### src/shared/aspr_pkg.sv
// Purpose: Constants and types for the selection/reselection status reporter
// Assumes: One clock domain; bus lines arrive unsynchronised
// Notes:   Codes and steps are the values presented to the host processor
package aspr_pkg;

    // Bit positions inside the synchronised bus-line vector
    localparam int BUS_W   = 8;
    localparam int BUS_BSY = 0;
    localparam int BUS_SEL = 1;
    localparam int BUS_RST = 2;
    localparam int BUS_ATN = 3;
    localparam int BUS_CD  = 4;
    localparam int BUS_IO  = 5;
    localparam int BUS_MSG = 6;
    localparam int BUS_REQ = 7;

    // Interrupt codes
    localparam logic [7:0] CODE_RESET      = 8'h01;
    localparam logic [7:0] CODE_FREE_MSGIN = 8'h31;
    localparam logic [7:0] CODE_PHASE_CHG  = 8'h32;
    localparam logic [7:0] CODE_DEFERRED   = 8'h64;
    localparam logic [7:0] CODE_EXT_LONG   = 8'h67;
    localparam logic [7:0] CODE_FREE_IDLE  = 8'h70;
    localparam logic [7:0] CODE_RESEL_MAN  = 8'h90;
    localparam logic [7:0] CODE_NOT_MSGIN  = 8'hB0;
    localparam logic [7:0] CODE_MSG_DONE   = 8'hB1;

    // Sequence steps
    localparam logic [7:0] STEP_00 = 8'h00;
    localparam logic [7:0] STEP_01 = 8'h01;
    localparam logic [7:0] STEP_02 = 8'h02;
    localparam logic [7:0] STEP_81 = 8'h81;
    localparam logic [7:0] STEP_82 = 8'h82;
    localparam logic [7:0] STEP_92 = 8'h92;
    localparam logic [7:0] STEP_93 = 8'h93;
    localparam logic [7:0] STEP_B1 = 8'hB1;

    // Message classification
    localparam logic [7:0] MSG_EXTENDED  = 8'h01;
    localparam logic [7:0] MSG_TWO_LO    = 8'h20;
    localparam logic [7:0] MSG_TWO_HI    = 8'h2F;
    localparam logic [7:0] EXT_LEN_LIMIT = 8'h21;
    localparam logic [8:0] MSG_LEN_ONE   = 9'h001;
    localparam logic [8:0] MSG_LEN_TWO   = 9'h002;
    localparam logic [8:0] EXT_HDR_LEN   = 9'h002;
    localparam int         IDENTIFY_BIT  = 7;

    // Pending report queue
    localparam int         QUEUE_DEPTH = 4;
    localparam logic [2:0] QUEUE_FULL  = 3'h4;

    typedef enum logic [3:0] {
        ST_IDLE         = 4'h0,
        ST_RESEL_WAIT   = 4'h1,
        ST_MSG_IN       = 4'h2,
        ST_SELECTING    = 4'h3,
        ST_SEL_MSGO     = 4'h4,
        ST_SEL_MSG2     = 4'h5,
        ST_SEL_CMD1     = 4'h6,
        ST_SEL_ATN_MSGO = 4'h7,
        ST_SEL_CMD      = 4'h8
    } aspr_state_type;

endpackage : aspr_pkg

### src/aspr_sync2.sv
// Purpose: Two-flop synchroniser for a group of asynchronous levels
// Assumes: Each bit is an independent level
// Notes:   Only the second stage leaves this module
`timescale 1ns/100ps
module aspr_sync2 #(
    parameter int WIDTH = 1
) (
    // Clock and reset
    input  wire logic             clock,
    input  wire logic             reset,
    // Data
    input  wire logic [WIDTH-1:0] din,
    output logic      [WIDTH-1:0] dout
);

    logic [WIDTH-1:0] meta_q;

    // First stage feeds only the second
    always_ff @(posedge clock or posedge reset)
    begin
        if (reset)
        begin
            meta_q <= '0;
            dout   <= '0;
        end
        else
        begin
            meta_q <= din;
            dout   <= meta_q;
        end
    end

endmodule : aspr_sync2

### src/aspr_status_report.sv
// Purpose: Interrupt code and sequence step reporting for automatic
//          selection and reselection response
// Assumes: Event strobes come from the transfer engine on the same clock
// Notes:   Reports wait in a small queue and are shown one at a time
`timescale 1ns/100ps
module aspr_status_report (
    // Clock and reset
    input  wire logic                       clock,
    input  wire logic                       reset,
    // Bus lines, asynchronous
    input  wire logic [aspr_pkg::BUS_W-1:0] bus_lines,
    // Transfer engine events
    input  wire logic                       reselected,
    input  wire logic                       sel_start,
    input  wire logic                       selected,
    input  wire logic                       arb_lost,
    input  wire logic                       rx_valid,
    input  wire logic [7:0]                 rx_byte,
    input  wire logic                       cmd_block_done,
    input  wire logic                       host_cmd,
    // Configuration
    input  wire logic                       auto_resel_en,
    input  wire logic                       auto_sel_en,
    input  wire logic                       sel_to_cmd,
    // Host side
    output logic                            irq,
    output logic [7:0]                      irq_code,
    output logic [7:0]                      irq_step,
    input  wire logic                       irq_ack,
    output logic                            xfer_active
);
    import aspr_pkg::*;

    logic [BUS_W-1:0] bus_s;
    logic             req_prev_q;
    aspr_state_type   state_q, state_d;
    logic [8:0]       bcnt_q, bcnt_d;
    logic [8:0]       mlen_q, mlen_d;
    logic             xfer_any_q, xfer_any_d;
    logic             defer_q, defer_d;
    logic             pend_q, pend_d;
    logic             active_q, active_d;
    logic [7:0]       qc_q [QUEUE_DEPTH];
    logic [7:0]       qs_q [QUEUE_DEPTH];
    logic [7:0]       qc_d [QUEUE_DEPTH];
    logic [7:0]       qs_d [QUEUE_DEPTH];
    logic [2:0]       qcnt_q, qcnt_d;
    logic             push0, push1;
    logic [7:0]       code0, step0, code1, step1;
    logic             bus_free, bus_rst, req_edge, ph_msg_in, ext_long;
    logic [8:0]       bcnt_inc;

    // Bus lines come from pins, so pass two flops first
    aspr_sync2 #(
        .WIDTH (BUS_W)
    ) u_sync (
        .clock (clock),
        .reset (reset),
        .din   (bus_lines),
        .dout  (bus_s)
    );

    // Decoded bus conditions from the synchronised lines
    assign bus_free  = !bus_s[BUS_BSY] && !bus_s[BUS_SEL];
    assign bus_rst   = bus_s[BUS_RST];
    assign req_edge  = bus_s[BUS_REQ] && !req_prev_q;
    assign ph_msg_in = bus_s[BUS_MSG] && bus_s[BUS_CD] && bus_s[BUS_IO];
    assign bcnt_inc  = bcnt_q + 9'h001;
    assign ext_long  = (rx_byte == 8'h00) || (rx_byte >= EXT_LEN_LIMIT);

    // Outcome detection and sequencing
    always_comb
    begin
        state_d    = state_q;
        bcnt_d     = bcnt_q;
        mlen_d     = mlen_q;
        xfer_any_d = xfer_any_q;
        defer_d    = defer_q || arb_lost;
        pend_d     = pend_q;
        push0      = 1'b0;
        push1      = 1'b0;
        code0      = 8'h00;
        step0      = 8'h00;
        code1      = 8'h00;
        step1      = 8'h00;
        case (state_q)
            ST_IDLE:
            begin
                if (reselected)
                begin
                    bcnt_d     = 9'h000;
                    xfer_any_d = 1'b0;
                    if (defer_q)
                    begin
                        push0   = 1'b1;
                        code0   = CODE_DEFERRED;
                        step0   = STEP_00;
                        defer_d = arb_lost;
                    end
                    if (!auto_resel_en)
                    begin
                        push1 = 1'b1;
                        code1 = CODE_RESEL_MAN;
                        step1 = STEP_00;
                    end
                    else
                    begin
                        state_d = ST_RESEL_WAIT;
                    end
                end
                else if (sel_start && auto_sel_en)
                begin
                    state_d = ST_SELECTING;
                end
                else if (pend_q)
                begin
                    push0  = 1'b1;
                    code0  = CODE_DEFERRED;
                    step0  = STEP_00;
                    pend_d = 1'b0;
                end
            end
            ST_RESEL_WAIT:
            begin
                if (bus_rst)
                begin
                    push0   = 1'b1;
                    code0   = CODE_RESET;
                    step0   = STEP_00;
                    state_d = ST_IDLE;
                end
                else if (bus_free)
                begin
                    push0   = 1'b1;
                    code0   = CODE_FREE_IDLE;
                    step0   = STEP_00;
                    state_d = ST_IDLE;
                end
                else if (req_edge && ph_msg_in)
                begin
                    state_d = ST_MSG_IN;
                end
                else if (req_edge)
                begin
                    push0   = 1'b1;
                    code0   = CODE_NOT_MSGIN;
                    step0   = STEP_01;
                    state_d = ST_IDLE;
                end
            end
            ST_MSG_IN:
            begin
                // Abnormal endings return to idle at the next edge, so xfer_active drops one cycle after they are seen
                if (bus_rst)
                begin
                    push0   = 1'b1;
                    code0   = CODE_RESET;
                    step0   = STEP_01;
                    state_d = ST_IDLE;
                end
                else if (bus_free)
                begin
                    push0   = 1'b1;
                    code0   = CODE_FREE_MSGIN;
                    step0   = STEP_01;
                    state_d = ST_IDLE;
                end
                else if (req_edge && !ph_msg_in)
                begin
                    push0   = 1'b1;
                    code0   = CODE_PHASE_CHG;
                    step0   = STEP_01;
                    state_d = ST_IDLE;
                end
                else if (rx_valid)
                begin
                    bcnt_d = bcnt_inc;
                    if (bcnt_q == 9'h000)
                    begin
                        mlen_d = (rx_byte == MSG_EXTENDED) ? 9'h1FF :
                                 (rx_byte >= MSG_TWO_LO && rx_byte <= MSG_TWO_HI) ?
                                 MSG_LEN_TWO : MSG_LEN_ONE;
                    end
                    else if (bcnt_q == 9'h001 && mlen_q == 9'h1FF)
                    begin
                        mlen_d = {1'b0, rx_byte} + EXT_HDR_LEN;
                    end
                    if (bcnt_q == 9'h001 && mlen_q == 9'h1FF && ext_long)
                    begin
                        push0   = 1'b1;
                        code0   = CODE_EXT_LONG;
                        step0   = STEP_01;
                        push1   = 1'b1;
                        code1   = CODE_MSG_DONE;
                        step1   = STEP_02;
                        state_d = ST_IDLE;
                    end
                    else if ((bcnt_q == 9'h000 && rx_byte != MSG_EXTENDED &&
                              !(rx_byte >= MSG_TWO_LO && rx_byte <= MSG_TWO_HI)) ||
                             (bcnt_q != 9'h000 && bcnt_inc == mlen_d))
                    begin
                        push0   = 1'b1;
                        code0   = CODE_MSG_DONE;
                        step0   = STEP_02;
                        state_d = ST_IDLE;
                    end
                end
            end
            ST_SELECTING:
            begin
                if (bus_rst)
                begin
                    push0   = 1'b1;
                    code0   = CODE_RESET;
                    step0   = STEP_00;
                    state_d = ST_IDLE;
                end
                else if (selected)
                begin
                    xfer_any_d = 1'b0;
                    state_d    = sel_to_cmd ? ST_SEL_CMD : ST_SEL_MSGO;
                end
            end
            default:
            begin
                // Target-side transfer states after selection
                if (bus_rst)
                begin
                    push0   = 1'b1;
                    code0   = CODE_RESET;
                    state_d = ST_IDLE;
                    case (state_q)
                        ST_SEL_MSGO:     step0 = STEP_81;
                        ST_SEL_MSG2:     step0 = STEP_82;
                        ST_SEL_CMD1:     step0 = STEP_92;
                        ST_SEL_ATN_MSGO: step0 = STEP_93;
                        default:         step0 = STEP_B1;
                    endcase
                end
                else if (bus_free)
                begin
                    push0   = !xfer_any_q;
                    code0   = CODE_FREE_IDLE;
                    step0   = STEP_00;
                    state_d = ST_IDLE;
                end
                else if (rx_valid || cmd_block_done)
                begin
                    xfer_any_d = 1'b1;
                    case (state_q)
                        ST_SEL_MSGO:
                            state_d = (rx_byte[IDENTIFY_BIT] && bus_s[BUS_ATN]) ?
                                      ST_SEL_MSG2 : ST_SEL_CMD1;
                        ST_SEL_MSG2:
                            state_d = ST_SEL_CMD1;
                        ST_SEL_CMD1:
                            state_d = bus_s[BUS_ATN] ? ST_SEL_ATN_MSGO : ST_IDLE;
                        default:
                            state_d = ST_IDLE;
                    endcase
                end
            end
        endcase
        // A host command during post-reselection work is answered afterwards
        if (host_cmd && state_q != ST_IDLE && state_q != ST_SELECTING)
        begin
            pend_d = 1'b1;
        end
        active_d = (state_d == ST_MSG_IN) || (state_d >= ST_SEL_MSGO);
    end

    // Report queue: head is entry zero, so code and step outputs come straight from flops
    always_comb
    begin
        qc_d   = qc_q;
        qs_d   = qs_q;
        qcnt_d = qcnt_q;
        if (irq_ack && qcnt_q != 3'h0)
        begin
            for (int i = 0; i < QUEUE_DEPTH - 1; i++)
            begin
                qc_d[i] = qc_q[i+1];
                qs_d[i] = qs_q[i+1];
            end
            qc_d[QUEUE_DEPTH-1] = 8'h00;
            qs_d[QUEUE_DEPTH-1] = 8'h00;
            qcnt_d              = qcnt_q - 3'h1;
        end
        if (push0 && qcnt_d != QUEUE_FULL)
        begin
            qc_d[qcnt_d[1:0]] = code0;
            qs_d[qcnt_d[1:0]] = step0;
            qcnt_d            = qcnt_d + 3'h1;
        end
        if (push1 && qcnt_d != QUEUE_FULL)
        begin
            qc_d[qcnt_d[1:0]] = code1;
            qs_d[qcnt_d[1:0]] = step1;
            qcnt_d            = qcnt_d + 3'h1;
        end
    end

    // State registers
    always_ff @(posedge clock or posedge reset)
    begin
        if (reset)
        begin
            state_q    <= ST_IDLE;
            bcnt_q     <= 9'h000;
            mlen_q     <= 9'h000;
            xfer_any_q <= 1'b0;
            defer_q    <= 1'b0;
            pend_q     <= 1'b0;
            active_q   <= 1'b0;
            req_prev_q <= 1'b0;
            qcnt_q     <= 3'h0;
            for (int i = 0; i < QUEUE_DEPTH; i++)
            begin
                qc_q[i] <= 8'h00;
                qs_q[i] <= 8'h00;
            end
        end
        else
        begin
            state_q    <= state_d;
            bcnt_q     <= bcnt_d;
            mlen_q     <= mlen_d;
            xfer_any_q <= xfer_any_d;
            defer_q    <= defer_d;
            pend_q     <= pend_d;
            active_q   <= active_d;
            req_prev_q <= bus_s[BUS_REQ];
            qcnt_q     <= qcnt_d;
            qc_q       <= qc_d;
            qs_q       <= qs_d;
        end
    end

    assign irq         = (qcnt_q != 3'h0);
    assign irq_code    = qc_q[0];
    assign irq_step    = qs_q[0];
    assign xfer_active = active_q;
endmodule : aspr_status_report

### config.mk
export PLATFORM = sky130hd
export DESIGN_NAME = aspr_status_report
export DESIGN_NICKNAME = d
export VERILOG_FILES = /design/src/shared/aspr_pkg.sv /design/src/aspr_sync2.sv /design/src/aspr_status_report.sv
export SDC_FILE = /design/constraint.sdc
export NUM_CORES = 1
export LEC_CHECK = 0
export ABC_AREA = 0
export BUFFER_PORTS_ARGS = -buffer_cell sky130_fd_sc_hd__buf_2
export CAP_MARGIN = 20
export CORE_UTILIZATION = 25
export DETAILED_ROUTE_END_ITERATION = 10
export GPL_TIMING_DRIVEN = 0
export SYNTH_ARGS = -nofsm -noshare
export SYNTH_HDL_FRONTEND = slang
export SYNTH_SLANG_ARGS = --single-unit
### constraint.sdc
create_clock -name clock -period 4.8 [get_ports clock]
set_clock_uncertainty 0.15 [all_clocks]
set_input_delay 0.48 -clock clock [delete_from_list [all_inputs] [get_ports clock]]
set_output_delay 0.48 -clock clock [all_outputs]
set_load 0.005 [all_outputs]
==> summary.md <==
| Metric | Value |
|---|---|
| Status | complete, but fails checks |
| Failing checks | hold timing |
| Sw Pwr | 1.40 mW |
| Num rows | 59 |
| Cell Int Power | 2.27 mW |
| Setup_tns | 0 ps |
| Final ANT Viol Nets | 0 |
| Yosys reg bits | 110 |
| Clock power share | 23.1% |
| Nets | 832 |
| Grt ovf | 0 |
| Post-synth EDFFs | 0 |
| CP peak stage delay | 520 ps |
| Mapped Area | 6630 um^2 |
| Async S/R FF share, synth | 100% |
| CTS Buffer Depth | 2 |
| Placed cells | 1106 |
| Max Slew Vio Count | 0 |
| Total Wirelength | 18300 um |
| Slowest stage cell, crit path | or4b_4 |
| Net Sw Frac | 38.3% |
| Fin cells | 1131 |
| Synth warn | 0 |
| WL per Instance | 16.2 um |
| Via density | 4.99 |
| Number of distinct library cells after synthesis | 78 |
| Chip height | 165 um |
| DP HPWL | 13400 um |
| Min Clock Period, post-route | 4590 ps |
| Initial antenna violation count | 1 |
| DRC viols | 0 |
| Worst-path fanout max | 10 |
| Reg2Reg Launch Point | bcnt_q[0] |
| Syn nets | 766 |
| Largest net degree at the start of global routing | 64 |
| Crit path arrival time | 4690 ps |
| Worst R2R End | qs_q[6] |
| FF-to-FF setup slack | 210 ps |
| Die area | 27200 um^2 |
| Final setup viols | 0 |
| Reg power frac | 33.2% |
| Worst Tran Pin Value | 1050 ps |
| WHS | -3.19 ps |
| Drt pass-1 iters | 5 |
| Syn Area/Cell | 9.16 um^2 |
| Fmax | 218 MHz |
| Crit path launch type | register |
| CTS Hold Buffers Added | 0 |
| First-pass GRT wire length | 29500 um |
| Clk slew on worst S/H paths | 80 ps |
| Vias in the first global route | 5429 |
| Required @ worst endpoint | 4900 ps |
| Starting DRT DRC Count | 418 |
| IO buf count | 45 |
| Crit path cell chain | clkbuf_2 -> inv_2 -> ha_4 -> or4b_4 -> nor2_8 -> mux2i_1 -> or3_4 -> a22oi_4 -> nand4_4 -> o211ai_4 -> and2_1 -> buf_6 -> mux2i_2 -> inv_1 -> ha_1 -> nand2_1 -> a21oi_1 -> buf_2 -> nor4b_1 |
| Synth Instances | 724 |
| CTS tree | built |
| Pleak | 3.39 nW |
| Core ar. | 26100 um^2 |
| Top Ports | 47 |
| H-tree depth | 3 |
| Starting Density | 25.4% |
| Syn-to-layout area delta | 17.4% |
| Via count | 5644 |
| Placer Congestion | 0.947 |
| CP Class | register to register |
| Hold WC Path Type | primary input to asynchronous set/reset pin |
| Critical Path Sink Type | register |
| Comb pwr share | 43.7% |
| Worst Reg-to-Reg Cells | 19 |
| VDD IR-drop max | 0.232 mV |
| Die W | 165 um |
| Root Buffer | clkbuf_16 |
| Top FF cell, synth | dfrtp_1 |
| Layout cells sized above 1 | 18.6% |
| CTS Sinks | 110 |
| Slew HR | 28.8% |
| Total GRT Usage | 13.9% |
| Fin crit share | 95.5% |
| CTS buffer count | 9 |
| Skew-Pair Late Insertion Delay | 360 ps |
| Max Cap Viol | 0 |
| Post-synthesis sequential area ratio | 41.5% |
| Pwr dens | 472 nW/um^2 |
| Final Hold Violating Endpoints | 3 |
power groups by stage:
| stage | Sequential, mW | Combinational, mW | Clock (mW) |
|---|---|---|---|
| detailed placement | 1.24 | 1.52 | 0 |
| finish | 1.22 | 1.60 | 0.847 |
| floorplan | 1.20 | 1.14 | 0 |
| global placement | 1.24 | 1.49 | 0 |
| CTS | 1.22 | 1.55 | 0.865 |
| global route | 1.24 | 1.78 | 0.904 |
final cells by class:
cell class / instances / area, um^2
clock buffers: 11 / 243
well taps: 335 / 419
flip-flops and latches: 110 / 2750
multi-input cells: 532 / 3550
inverters: 27 / 106
clock inverters: 5 / 88.8
fillers: 2766 / 18300
diodes: 1 / 2.50
plain buffers: 54 / 295
repair buffers: 56 / 325
per-layer routing:
layer | share of wire [%] | vias to the layer above | wire length (um) | GRT usage [%]
met5 | 0 | - | 0 | 0
met4 | 1.1 | 0 | 199 | 3.46
met3 | 4.7 | 19 | 857 | 3.01
met2 | 47 | 128 | 8590 | 21.8
met1 | 47 | 2759 | 8700 | 19.3
li1 | - | 2738 | - | -
state kept, by name (all words and copies together), names as in the netlist:
register,count
u_sync.dout,8
xfer_active,1
xfer_any_q,1
req_prev_q,1
qc_q,24
mlen_q,9
u_sync.meta_q,8
defer_q,1
state_q,4
bcnt_q,9
irq_step,8
pend_q,1
irq_code,8
qs_q,24
qcnt_q,3
through the flow:
stage	utilization [%]	hold WS (ps)	power [mW]	instance area, um^2	worst slack [ps]
6_report	29.9	-3.19	3.67	7780	214
5_1_grt	29.9	30.1	3.93	7780	-11.4
4_1_cts	29.5	13.0	3.64	7680	15.7
3_5_place_dp	28.1	185	2.76	7310	-551
3_3_place_gp	27.9	183	2.72	7270	-537
2_1_floorplan	-	181	2.35	6630	431
cell families after synthesis:
logic type / count (synthesis) / synth area share, %
AND/OR/NAND/NOR: 277 / 21.5
AO/OA/AOI/OAI: 169 / 17.4
XOR/XNOR: 10 / 1.32
adder cells (fa/ha/maj): 13 / 2.45
multiplexers: 63 / 9.85
buffers and inverters: 82 / 6.00
flip-flops: 110 / 41.5
cells in the mapped netlist, types with 6 or more instances:
library cell / number / area share, %
nor4_1: 7 / 0.66
nand4_1: 8 / 0.76
buf_4: 18 / 2.0
mux2_2: 15 / 2.5
nor3_1: 22 / 1.7
a31oi_1: 9 / 0.85
and3_1: 10 / 0.94
dfrtp_1: 110 / 42
nand2_1: 90 / 5.1
a21oi_1: 43 / 3.2
a211oi_1: 21 / 2.4
xnor2_1: 7 / 0.92
nand3_1: 33 / 2.5
clkbuf_1: 27 / 1.5
inv_1: 26 / 1.5
o21ai_0: 37 / 2.8
nor2_1: 53 / 3.0
or3_1: 7 / 0.66
ha_1: 13 / 2.5
a21o_1: 10 / 1.1
mux2i_1: 47 / 7.1
a311oi_1: 6 / 0.79
what timing repair did:
item | 4_1_cts | 5_1_grt
pin swaps | 2 | 1
setup buffers | 1 | 8
resized for setup | 6 | 12
setup endpoints to repair | 51 | 55
how the worst max path moves through the flow:
stage	from	to	slack (ps)	depth (start not counted)
finish	bcnt_q[0]	qs_q[6]	210	19
global route	qcnt_q[0]	qs_q[6]	-10	20
CTS	bcnt_q[0]	qs_q[3]	20	19
detailed placement	qcnt_q[0]	qs_q[21]	-550	20
global placement	qcnt_q[0]	qs_q[23]	-540	20
floorplan	bcnt_q[0]	qc_q[17]	430	18
critical path, delay by kind of cell (launching register included):
| kind | cells | cell delay (ps) |
|---|---|---|
| AND/OR/NAND/NOR | 7 | 1800 |
| buffers and inverters | 5 | 790 |
| AO/OA/AOI/OAI | 3 | 550 |
| flip-flops | 1 | 400 |
| adder cells (fa/ha/maj) | 2 | 400 |
| multiplexers | 2 | 390 |
layout by cell type (no fill, tap or decap), types with 3 or more instances in the layout:
master	n
dfrtp_1	110
nand2_1	89
nor2_1	53
buf_2	51
mux2i_1	46
a21oi_1	42
o21ai_0	37
nand3_1	33
buf_4	27
clkbuf_1	25
inv_1	24
nor3_1	22
a211oi_1	21
mux2_2	15
ha_1	12
and3_1	10
a21o_1	10
a31oi_1	9
clkbuf_16	9
nand4_1	8
or3_1	7
nor4_1	7
xnor2_1	6
a311oi_1	6
or2_2	5
nor4b_1	5
a221oi_1	5
nand2b_1	4
clkbuf_2	3
nor2b_1	3
and4_1	3
xor2_1	3
nand3_2	3
o211ai_1	3
a311o_1	3
Note: power is estimated with default switching activity, not from simulation.
